<file path="config.mk">
export PLATFORM = sky130hd
export DESIGN_NAME = backup_regs_tamper_calib
export DESIGN_NICKNAME = d
export VERILOG_FILES = /design/src/include/backup_regs_pkg.sv /design/src/include/backup_link_if.sv /design/src/rtl/tamper_edge_detect.sv /design/src/rtl/calib_clock_gen.sv /design/src/rtl/backup_regs_tamper_calib.sv
export VERILOG_INCLUDE_DIRS = /design/src /design/src/include
export SDC_FILE = /design/constraint.sdc
export NUM_CORES = 2
export LEC_CHECK = 0
export ABC_AREA = 1
export BUFFER_PORTS_ARGS = -buffer_cell sky130_fd_sc_hd__buf_2
export CAP_MARGIN = 20
export CORE_ASPECT_RATIO = 1.5
export CORE_MARGIN = 2
export CORE_UTILIZATION = 45
export CTS_CLUSTER_SIZE = 20
export DETAILED_ROUTE_END_ITERATION = 10
export PLACE_DENSITY = 0.63
export SYNTH_ARGS = -nofsm -noshare
export SYNTH_HDL_FRONTEND = slang
export SYNTH_SLANG_ARGS = --single-unit
export TNS_END_PERCENT = 100
</file>
<file path="constraint.sdc">
create_clock -name ref_clk_in -period 2.8 [get_ports ref_clk_in]
set_input_delay 0.28 -clock ref_clk_in [delete_from_list [all_inputs] [get_ports ref_clk_in]]
set_output_delay 0.28 -clock ref_clk_in [all_outputs]
set_load 0.1 [all_outputs]
</file>
<file path="src/include/backup_regs_defines.svh">
/*
 * Constants of the backup register bank: register offsets, field positions,
 * reset values and counter widths.
 * Assumes it is included by the package and by the design files.
 */
`ifndef BACKUP_REGS_DEFINES_SVH
`define BACKUP_REGS_DEFINES_SVH

`define ADDR_W 8
`define BUS_W 32
`define REG_W 16
`define IDX_W 6

`define OFS_DATA_LO_FIRST 8'h04
`define OFS_DATA_LO_LAST 8'h28
`define OFS_CALIB 8'h2C
`define OFS_TAMPER_CTL 8'h30
`define OFS_TAMPER_STAT 8'h34
`define OFS_DATA_HI_FIRST 8'h40
`define OFS_DATA_HI_LAST 8'hBC

`define NUM_DATA_SMALL 6'h0A
`define NUM_DATA_LARGE 42
`define WORD_SHIFT 2
`define REG_RESET 16'h0000

`define CAL_VAL_W 7
`define CAL_VAL_MSB 6
`define CAL_CCO_BIT 7
`define CAL_PULSE_EN_BIT 8
`define CAL_PULSE_SEL_BIT 9
`define CTL_ENABLE_BIT 0
`define CTL_LEVEL_BIT 1
`define STAT_CLEAR_BIT 0
`define STAT_IRQ_EN_BIT 2
`define STAT_FLAG_BIT 8

`define CAL_WINDOW_W 20
`define CAL_DIV_W 6

`endif

</file>
<file path="src/include/backup_regs_pkg.sv">
/*
 * Types of the backup register bank: the state records of each module.
 * Assumes the defines header is on the include path.
 */
`include "backup_regs_defines.svh"

package backup_regs_pkg;

   typedef logic [`REG_W-1:0] word_t;

   typedef struct packed {
      word_t [`NUM_DATA_LARGE-1:0] data;
      logic [`CAL_VAL_W-1:0] cal_value;
      logic calib_clock_out;
      logic pulse_out_enable;
      logic pulse_out_select;
      logic tamper_detect_enable;
      logic tamper_active_level;
      logic tamper_irq_enable;
      logic tamper_event_flag;
      logic pin_s1;
      logic pin_s2;
      logic sup_s1;
      logic sup_s2;
      logic [`BUS_W-1:0] rdata;
      logic irq;
      logic pin_out;
      logic pin_oe_n;
      logic gpio_free;
   } top_state_t;

   localparam top_state_t TOP_RESET = '{pin_oe_n: 1'b1, gpio_free: 1'b1, default: '0};

   typedef struct packed {
      logic gated_prev;
      logic event_pulse;
   } det_state_t;

   typedef struct packed {
      logic [`CAL_WINDOW_W-1:0] window;
      logic [`CAL_DIV_W-1:0] div;
      logic clk_div;
   } cal_state_t;

endpackage

</file>
<file path="src/include/backup_link_if.sv">
/*
 * Carrier between the register bank and its tamper detector and calibrator.
 * Assumes all three parties share one clock.
 */
`timescale 1ns/1ps
`default_nettype none
`include "backup_regs_defines.svh"

interface backup_link_if;
   logic tamper_en;
   logic active_level;
   logic pin_level;
   logic tamper_event;
   logic [`CAL_VAL_W-1:0] cal_value;
   logic calib_clk;

   modport bank (output tamper_en, active_level, pin_level, cal_value,
                 input tamper_event, calib_clk);
   modport det (input tamper_en, active_level, pin_level, output tamper_event);
   modport cal (input cal_value, output calib_clk);
endinterface

`default_nettype wire

</file>
<file path="src/rtl/tamper_edge_detect.sv">
/*
 * Tamper edge detector: gated pin level, one-cycle event on its rise.
 * Assumes the pin level is already synchronised.
 */
`timescale 1ns/1ps
`default_nettype none

module tamper_edge_detect
   import backup_regs_pkg::*;
(
   // Clock and control
   input wire logic ref_clk_in,
   input wire logic sys_rst_in,
   input wire logic ce_in,
   // Bank side
   backup_link_if.det link
);

   det_state_t r_reg;
   det_state_t r_next;
   logic gated;

   always_comb begin
      // Level 1 inverts the pin, so the gated signal always rises toward tamper
      gated = link.tamper_en & (link.pin_level ^ link.active_level);
      r_next = r_reg;
      r_next.gated_prev = gated;
      r_next.event_pulse = gated & ~r_reg.gated_prev;
   end

   always_ff @(posedge ref_clk_in) begin
      if (sys_rst_in) begin
         r_reg <= '0;
      end else if (ce_in) begin
         r_reg <= r_next;
      end
   end

   assign link.tamper_event = r_reg.event_pulse;

endmodule

`default_nettype wire

</file>
<file path="src/rtl/calib_clock_gen.sv">
/*
 * Calibrated divide-by-64 clock: drops cal_value input pulses per window.
 * Assumes the module clock is the RTC clock.
 */
`timescale 1ns/1ps
`default_nettype none
`include "backup_regs_defines.svh"

module calib_clock_gen
   import backup_regs_pkg::*;
(
   // Clock and control
   input wire logic ref_clk_in,
   input wire logic sys_rst_in,
   input wire logic ce_in,
   // Bank side
   backup_link_if.cal link
);

   cal_state_t r_reg;
   cal_state_t r_next;

   always_comb begin
      r_next = r_reg;
      r_next.window = r_reg.window + 1'b1;
      // The first cal_value pulses of each window never reach the divider
      if (r_reg.window >= `CAL_WINDOW_W'(link.cal_value)) begin
         r_next.div = r_reg.div + 1'b1;
      end
      r_next.clk_div = r_reg.div[`CAL_DIV_W-1];
   end

   always_ff @(posedge ref_clk_in) begin
      if (sys_rst_in) begin
         r_reg <= '0;
      end else if (ce_in) begin
         r_reg <= r_next;
      end
   end

   assign link.calib_clk = r_reg.clk_div;

endmodule

`default_nettype wire

</file>
<file path="src/rtl/backup_regs_tamper_calib.sv">
/*
 * Backup register bank: user data words, tamper detection, calibration
 * control and the shared pin output.
 * Assumes ref_clk_in is the backup-domain clock and sys_rst_in the
 * backup-domain reset; the write unlock comes from logic on this clock.
 */
`timescale 1ns/1ps
`default_nettype none
`include "backup_regs_defines.svh"

module backup_regs_tamper_calib
   import backup_regs_pkg::*;
#(
   parameter bit LARGE_VARIANT = 1'b1
)
(
   // Clock, reset and enable
   input wire logic ref_clk_in,
   input wire logic sys_rst_in,
   input wire logic ce_in,
   // Register port
   input wire logic [`ADDR_W-1:0] addr_in,
   input wire logic [`BUS_W-1:0] wdata_in,
   input wire logic wr_in,
   input wire logic rd_in,
   output logic [`BUS_W-1:0] rdata_out,
   // Power control
   input wire logic backup_write_unlock_in,
   input wire logic main_supply_off_in,
   // RTC pulses
   input wire logic rtc_alarm_pulse_in,
   input wire logic rtc_second_pulse_in,
   // Tamper pin
   input wire logic tamper_pin_in,
   output logic tamper_pin_out,
   output logic tamper_pin_oe_n_out,
   output logic pin_gpio_free_out,
   // Interrupt request
   output logic tamper_irq_out
);

   localparam logic [`IDX_W-1:0] NUM_DATA =
      LARGE_VARIANT ? `IDX_W'(`NUM_DATA_LARGE) : `NUM_DATA_SMALL;

   top_state_t r_reg;
   top_state_t r_next;

   backup_link_if link ();

   tamper_edge_detect u_detect (
      .ref_clk_in(ref_clk_in),
      .sys_rst_in(sys_rst_in),
      .ce_in(ce_in),
      .link(link.det)
   );

   calib_clock_gen u_calib (
      .ref_clk_in(ref_clk_in),
      .sys_rst_in(sys_rst_in),
      .ce_in(ce_in),
      .link(link.cal)
   );

   assign link.tamper_en = r_reg.tamper_detect_enable;
   assign link.active_level = r_reg.tamper_active_level;
   assign link.pin_level = r_reg.pin_s2;
   assign link.cal_value = r_reg.cal_value;

   // Word-aligned decode; a half-word at offset +2 is the upper half of the
   // 32-bit word holding a 16-bit register, which reads zero and ignores writes
   logic aligned;
   logic hit_lo;
   logic hit_hi;
   logic hit_data;
   logic [`ADDR_W-1:0] rel_addr;
   logic [`IDX_W-1:0] data_idx;
   logic [`REG_W-1:0] wr_half;
   logic wr_ok;
   logic tamper_hit;
   word_t data_rd;

   always_comb begin
      aligned = (addr_in[`WORD_SHIFT-1:0] == '0);
      hit_lo = aligned && addr_in >= `OFS_DATA_LO_FIRST && addr_in <= `OFS_DATA_LO_LAST;
      hit_hi = aligned && addr_in >= `OFS_DATA_HI_FIRST && addr_in <= `OFS_DATA_HI_LAST;
      rel_addr = '0;
      data_idx = '0;
      if (hit_lo) begin
         rel_addr = addr_in - `OFS_DATA_LO_FIRST;
         data_idx = `IDX_W'(rel_addr >> `WORD_SHIFT);
      end else if (hit_hi) begin
         rel_addr = addr_in - `OFS_DATA_HI_FIRST;
         data_idx = `IDX_W'(rel_addr >> `WORD_SHIFT) + `NUM_DATA_SMALL;
      end
      // The small variant has no upper block
      hit_data = (hit_lo || hit_hi) && (data_idx < NUM_DATA);
      data_rd = r_reg.data[data_idx];
      wr_half = wdata_in[`REG_W-1:0];
      // Locked until the power controller opens the backup domain
      wr_ok = wr_in && backup_write_unlock_in;
   end

   always_comb begin
      r_next = r_reg;

      // Two-flop synchronisers for the pin and the supply indication
      r_next.pin_s1 = tamper_pin_in;
      r_next.pin_s2 = r_reg.pin_s1;
      r_next.sup_s1 = main_supply_off_in;
      r_next.sup_s2 = r_reg.sup_s1;

      // Register writes
      if (wr_ok && aligned) begin
         if (hit_data && !r_reg.tamper_event_flag) begin
            r_next.data[data_idx] = wr_half;
         end
         case (addr_in)
            `OFS_CALIB: begin
               r_next.cal_value = wr_half[`CAL_VAL_MSB:0];
               r_next.calib_clock_out = wr_half[`CAL_CCO_BIT];
               r_next.pulse_out_enable = wr_half[`CAL_PULSE_EN_BIT];
               r_next.pulse_out_select = wr_half[`CAL_PULSE_SEL_BIT];
            end
            `OFS_TAMPER_CTL: begin
               r_next.tamper_detect_enable = wr_half[`CTL_ENABLE_BIT];
               r_next.tamper_active_level = wr_half[`CTL_LEVEL_BIT];
            end
            `OFS_TAMPER_STAT: begin
               r_next.tamper_irq_enable = wr_half[`STAT_IRQ_EN_BIT];
               if (wr_half[`STAT_CLEAR_BIT]) begin
                  r_next.tamper_event_flag = 1'b0;
               end
            end
            default: begin
            end
         endcase
      end

      // Main supply loss drops the clock output; this path needs no
      // backup-domain reset
      if (r_reg.sup_s2) begin
         r_next.calib_clock_out = 1'b0;
      end

      // Tamper event: works regardless of main supply; set beats clear
      tamper_hit = link.tamper_event && r_reg.tamper_detect_enable;
      if (tamper_hit) begin
         r_next.tamper_event_flag = 1'b1;
      end
      if (tamper_hit || r_reg.tamper_event_flag) begin
         for (int i = 0; i < `NUM_DATA_LARGE; i++) begin
            r_next.data[i] = `REG_RESET;
         end
      end
      r_next.irq = tamper_hit && r_reg.tamper_irq_enable;

      // Read data stand for the cycle after the strobe only
      r_next.rdata = '0;
      if (rd_in && aligned) begin
         if (hit_data) begin
            r_next.rdata[`REG_W-1:0] = data_rd;
         end else begin
            case (addr_in)
               `OFS_CALIB: begin
                  r_next.rdata[`CAL_VAL_MSB:0] = r_reg.cal_value;
                  r_next.rdata[`CAL_CCO_BIT] = r_reg.calib_clock_out;
                  r_next.rdata[`CAL_PULSE_EN_BIT] = r_reg.pulse_out_enable;
                  r_next.rdata[`CAL_PULSE_SEL_BIT] = r_reg.pulse_out_select;
               end
               `OFS_TAMPER_CTL: begin
                  r_next.rdata[`CTL_ENABLE_BIT] = r_reg.tamper_detect_enable;
                  r_next.rdata[`CTL_LEVEL_BIT] = r_reg.tamper_active_level;
               end
               `OFS_TAMPER_STAT: begin
                  r_next.rdata[`STAT_IRQ_EN_BIT] = r_reg.tamper_irq_enable;
                  r_next.rdata[`STAT_FLAG_BIT] = r_reg.tamper_event_flag;
               end
               default: begin
               end
            endcase
         end
      end

      // Shared pin: calibration clock first, then the RTC pulses.
      // Detection is not suppressed here; software keeps it off meanwhile.
      r_next.gpio_free = ~r_reg.tamper_detect_enable;
      r_next.pin_oe_n = 1'b1;
      r_next.pin_out = 1'b0;
      if (r_reg.calib_clock_out) begin
         r_next.pin_oe_n = 1'b0;
         r_next.pin_out = link.calib_clk;
      end else if (r_reg.pulse_out_enable) begin
         r_next.pin_oe_n = 1'b0;
         r_next.pin_out = r_reg.pulse_out_select ? rtc_second_pulse_in
                                                 : rtc_alarm_pulse_in;
      end
   end

   // Only the backup-domain reset reaches this state; system resets and
   // standby wakeups are not inputs of this block
   always_ff @(posedge ref_clk_in) begin
      if (sys_rst_in) begin
         r_reg <= TOP_RESET;
      end else if (ce_in) begin
         r_reg <= r_next;
      end
   end

   assign rdata_out = r_reg.rdata;
   assign tamper_pin_out = r_reg.pin_out;
   assign tamper_pin_oe_n_out = r_reg.pin_oe_n;
   assign pin_gpio_free_out = r_reg.gpio_free;
   assign tamper_irq_out = r_reg.irq;

endmodule

`default_nettype wire

</file>
After elaboration in Yosys (flattened, before gate mapping)
Index checks and enable logic that the tools add are counted.
Storage, ports and cells
  input bits: 50
  output and inout bits: 36
  logic and storage cells: 142
  bits in registers: 739
Cells by class
  muxes and demuxes: 27
  reduce and logical (&&, ||, !) cells: 30
  order comparisons: 8
  equal/unequal tests: 3
  bitwise logic cells: 5
  add/sub/neg operators: 5
Operators by type and width (count)
  $mux 672: 2
  $mux 686: 1
  $bwmux 672: 1
  $bmux 16 s6: 1
  $demux 16 s6: 1
  $mux 16: 3
  $eq 8x6->1 const B: 3
  $add 20x1->20 const B: 1
  $ge 20x7->1: 1
  $mux 10: 2
  $mux 6: 3
  $reduce_and 3->1: 5
  $reduce_bool 2->1: 7
  $logic_and 1x1->1: 12
  $ge 8x3->1 const B: 1
  $ge 8x7->1 const B: 1
  $le 8x6->1 const B: 1
  $le 8x8->1 const B: 1
  $mux 2: 4
  $sub 8x3->8 const B: 1
  $sub 8x7->8 const B: 1
  $lt 6x7->1 const B: 1
  $add 6x1->6 const B: 1
  $add 6x4->6 const B: 1
  14 further kinds: 22

Longest topological paths before layout
  depth in word-level cells: 13
  mapped depth: 26
  depth with buffers taken out: 23

Hierarchy
From an unflattened synthesis, not the netlist that was laid out.
Unflattened totals
  cell total of the unflattened synthesis: 6109
  area, all modules: 38585.8 sq um
By module, submodules not included
  backup_regs_tamper_calib: area an instance 36875.4 sq um, cells an instance 5861, sequential area each 14213.6 sq um, instances 1
  calib_clock_gen: area an instance 1609.0 sq um, cells an instance 232, sequential area each 540.5 sq um, instances 1
  tamper_edge_detect: area an instance 101.3 sq um, cells an instance 16, sequential area each 40.0 sq um, instances 1

Worst setup path after synthesis
No wires, ideal clock.
  path type: input -> register
  start: in addr_in[6]
  end: reg r_reg[304] (netlist name)
  cell stages on the path: 18
  arrival: 2793 ps
  setup slack: -125 ps
  setup time: 132 ps
  required time: 2668 ps
  path buffers: 3
  cells stage by stage: inv_1 ha_1 nand2_4 nor2_8 nand2_1 a21oi_2 nand2_1 buf_4 o21ai_1 o21ai_4 nor3_2 inv_2 buf_4 nor2_2 o21ai_1 buf_2 nand2_1 a21oi_1
On the way
  cells in the longest elaborated chain, start to end: 13
  elaborated cells between the ends (all ways): 28
  those cells by class: add/sub (3); order compare (7); mux (8); reduce/logical (10)
RTL lines
  from (decl): line backup_regs_tamper_calib.sv:22  | input wire logic [`ADDR_W-1:0] addr_in,
  branches (longest 13 deep; another with $sub 8x7->8)
  to (signal assigned): line backup_regs_tamper_calib.sv:205  | r_reg <= r_next;
  to (decl): line backup_regs_tamper_calib.sv:45  | top_state_t r_reg;
Parallel ways; which one is timed is not known. The select of a mux whose other input is x is not followed.
A chain may end at the register's enable or synchronous reset.

Final worst setup path
  start: in addr_in[7]
  end: reg r_reg[638] (netlist name)
Same word-level chain as after synthesis.

==> results.cfg <==
[grt]
antenna_found_initial = 0
grt_util_all_layers_pct = 31.4
grt_max_degree = 181
overflow = 0
grt_pass1_vias = 36700
grt_pass1_wl_um = 216000

[finish]
syn_to_final_growth_pct = 17.1
fin_area_um2 = 44600
largest_reg_flops = 678
final_util_pct = 53.2
drive_above_1_share_pct = 11.7
nets = 6081
final_cells = 7192
n_antenna_cell = 0

[critical_path]
end_kind = register
worstPathArrival_ns = 3.26
crit_top_cell = buf_4
crit_path_max_fanout = 16
crit_chain = buf_2 > clkinvlp_4 > ha_4 > nand2_4 > inv_1 > nand2_1 > nand2_1 > a21oi_2 > nand2_2 > buf_4 > o21ai_4 > buf_4 > nand3_2 > nor2_1 > buf_4 > nand3_1 > a21oi_1
cpPeakStageDelay_ns = 0.49
cp.required_ns = 3.39
crit_slowest_cell = nor2_1
cp-start-kind = primary input
crit_type = primary input to register
worst-path-buf-inv = 6
cp_top_family = simple AND/OR/NAND/NOR gates

[clock_tree]
htree_levels = 3
clock_path_buffers = 3
cts_buffers = 75
cts_tree = yes
clock-sinks = 739
cts-root-buf = clkbuf_16
worst_skew_pair.late_latency_ns = 0.69
clkTransAtPathRegs_ns = 0.07

[floorplanning]
std_cell_rows = 130
core_um2 = 83800
die_w_um = 242
die_area_um2 = 87000
initial_core_util_pct = 45.5
die_h_um = 360
ios = 86

[logic_synthesis]
ys_ff_latch = 739
synthCells = 5975
synth_area_leaders = dfxtp_1 (39%), nand2_1 (20%), nand3_1 (11%), a21oi_1 (10%), inv_1 (4.3%)
synthFlopType = dfxtp_1
synthXorXnorAreaFrac_pct = 0.161
netlist_area_um2 = 38100
synth-simple-area-share_pct = 36.2
seq_area_frac_synth_pct = 38.8
synthArstFlopShare_pct = 0
synth-edff-count = 0
avgSynthCellArea_um2 = 6.38
yosysUniqueCellTypes = 48
synth_top_family_by_area = simple AND/OR/NAND/NOR gates
synth_top_area_share_pct = 38.8
synth.largest_area_cell = dfxtp_1
synth_compound_area_share_pct = 13.5
synth_mux_area_share_pct = 0
synth_warnings = 0
yosys.area_share.adder_pct = 0.657

[timing]
period_share_pct = 95.3
finalCriticalPeriod_ns = 2.67
tightest_slew_ns = 0.979
finalSetupViolations = 0
max-slew-margin-rel_pct = 34.7
final_hold_viol_count = 0
maxSlewViolCount = 0
fmax_mhz = 375
finalClockSkew_ns = 0.0255

[placement]
port_buffers = 53
placedCellCount = 7039
dp_hpwl_um = 90700
gp_congestion = 0.973
placed_area_um2 = 41800

[pwr]
p_sw_w = 0.00663
clkPwrFrac_pct = 43.9
pwr-share-seq_pct = 44.3
p_comb_share_pct = 11.8
p_leak_nw = 16.9
intPower_w = 0.0171
switching_share_pct = 27.9
max-vdd-ir-drop_mv = 0.447
p_per_area_nw_per_um2 = 533

[min_path]
timing.hold.worst.class = primary input to register

[detailed_routing]
antenna_left = 0
drc = 0
first_pass_iters = 6
drtIter0Drc = 4129
drt_wl_total_um = 141000
vias_per_cell = 5.53
vias = 39800
wl_per_cell_um = 19.6

[status]
run_status = finished clean

[job]
drv_cap = 0
## power groups by stage
stage | clock, W | combinational, W | sequential [W]
finish | 0.0104 | 0.00280 | 0.0105
global route | 0.0110 | 0.00298 | 0.0105
CTS | 0.0106 | 0.00273 | 0.0105
detailed placement | 0 | 0.00270 | 0.0108
global placement | 0 | 0.00271 | 0.0108
floorplan | 0 | 0.00153 | 0.0108
## worst reg2reg max path, delay by kind of cell, from the launching register on
kind	cells	cell delay, ns
DFF	1	0.38
and+or+nand+nor	13	1.56
adders and majority gates	1	0.20
AOI/OAI and AO/OA	2	0.21
## metrics by stage
step           hold slack (ns)  setup TNS, ns  total power, W  setup slack [ns]
3_5_place_dp             0.447        -295.82          0.0135            -0.581
5_1_grt                 0.0816     -0.0000477          0.0245        -0.0000477
3_3_place_gp             0.441        -276.46          0.0135            -0.570
6_report                0.0272              0          0.0238             0.132
2_1_floorplan            0.415              0          0.0123            0.0305
4_1_cts                0.00358              0          0.0238            0.0898
## layout make-up
class                           count  area [um^2]
Inverter                          446         1690
Multi-Input combinational cell   4288        19600
Clock buffer                      104         2120
Timing Repair Buffer              461         4580
Clock inverter                     32          382
Fill cell                        8380        39200
Tap cell                         1122         1400
Sequential cell                   739        14800
## what timing repair did
action,CTS,global route
endpoints found under the hold margin,18,0
resized for setup,0,26
buffers inserted,0,2
hold buffers,15,0
endpoints found under the setup margin,0,250
## layer usage
metal / global-route usage (%) / vias to the layer above / wire, um
met1: 39.1 / 18600 / 56100
met5: 0 / - / 0
met2: 52.0 / 1641 / 66400
li1: - / 19100 / -
met4: 18.7 / 0 / 8750
met3: 3.93 / 384 / 9790
## cell usage after synthesis, types with 2 or more instances
cell type  count
clkbuf_1     276
xor2_1         5
nor2_4        15
o31ai_1        2
ha_1          20
o21ai_2       35
xnor2_1        2
o21ai_1       10
nand4_1       14
inv_1        438
nand3b_1      40
nor2_1       329
dfxtp_1      739
nor3b_1        3
inv_2          8
nand3_4        2
buf_6         12
o21ai_0      156
nand2_1     1985
o21a_1         2
nor3_1         7
buf_1         36
buf_4         56
nand3_2        5
nor4_1         4
nor2_2        21
nand3_1      825
a31oi_1        3
nor3_2         3
a21oi_1      768
buf_2        137
## logic make-up (layout without fill, tap and decap cells)
kind of cell | Yosys count | in the layout
AND/OR/NAND/NOR | 3260 | 3260
AO/OA/AOI/OAI | 985 | 985
buffers and inverters | 963 | 1043
flip-flops | 739 | 739
adder cells (fa/ha/maj) | 20 | 20
XOR/XNOR | 7 | 7
other | 1 | 16
## final timing paths
kind | from | end | slack, ns | depth (start not counted)
max | addr_in[7] | r_reg[638]$_SDFFE_PP0P_ | 0.13 | 17
min reg2reg | r_reg[122]$_SDFFE_PP0P_ | r_reg[122]$_SDFFE_PP0P_ | 0.46 | 2
max reg2reg | u_calib.r_reg[8]$_SDFFE_PP0P_ | u_calib.r_reg[25]$_SDFFE_PP0P_ | 0.34 | 16
min | wr_in | r_reg[46]$_SDFFE_PP0P_ | 0.03 | 4
## cell usage in the layout (no fill, tap or decap), drive strengths merged, types with 3 or more instances in the layout
master          n
a21oi         769
a31oi           3
buf           446
bufinv          5
clkbuf        104
clkinv         21
clkinvlp        5
conb           16
dfxtp         739
dlygate4sd3    15
ha             20
inv           447
nand2        1987
nand3         832
nand3b         40
nand4          14
nor2          366
nor3           11
nor3b           3
nor4            4
o21a            3
o21ai         202
xor2            5
No activity file was read; power rests on OpenSTA's default activity.
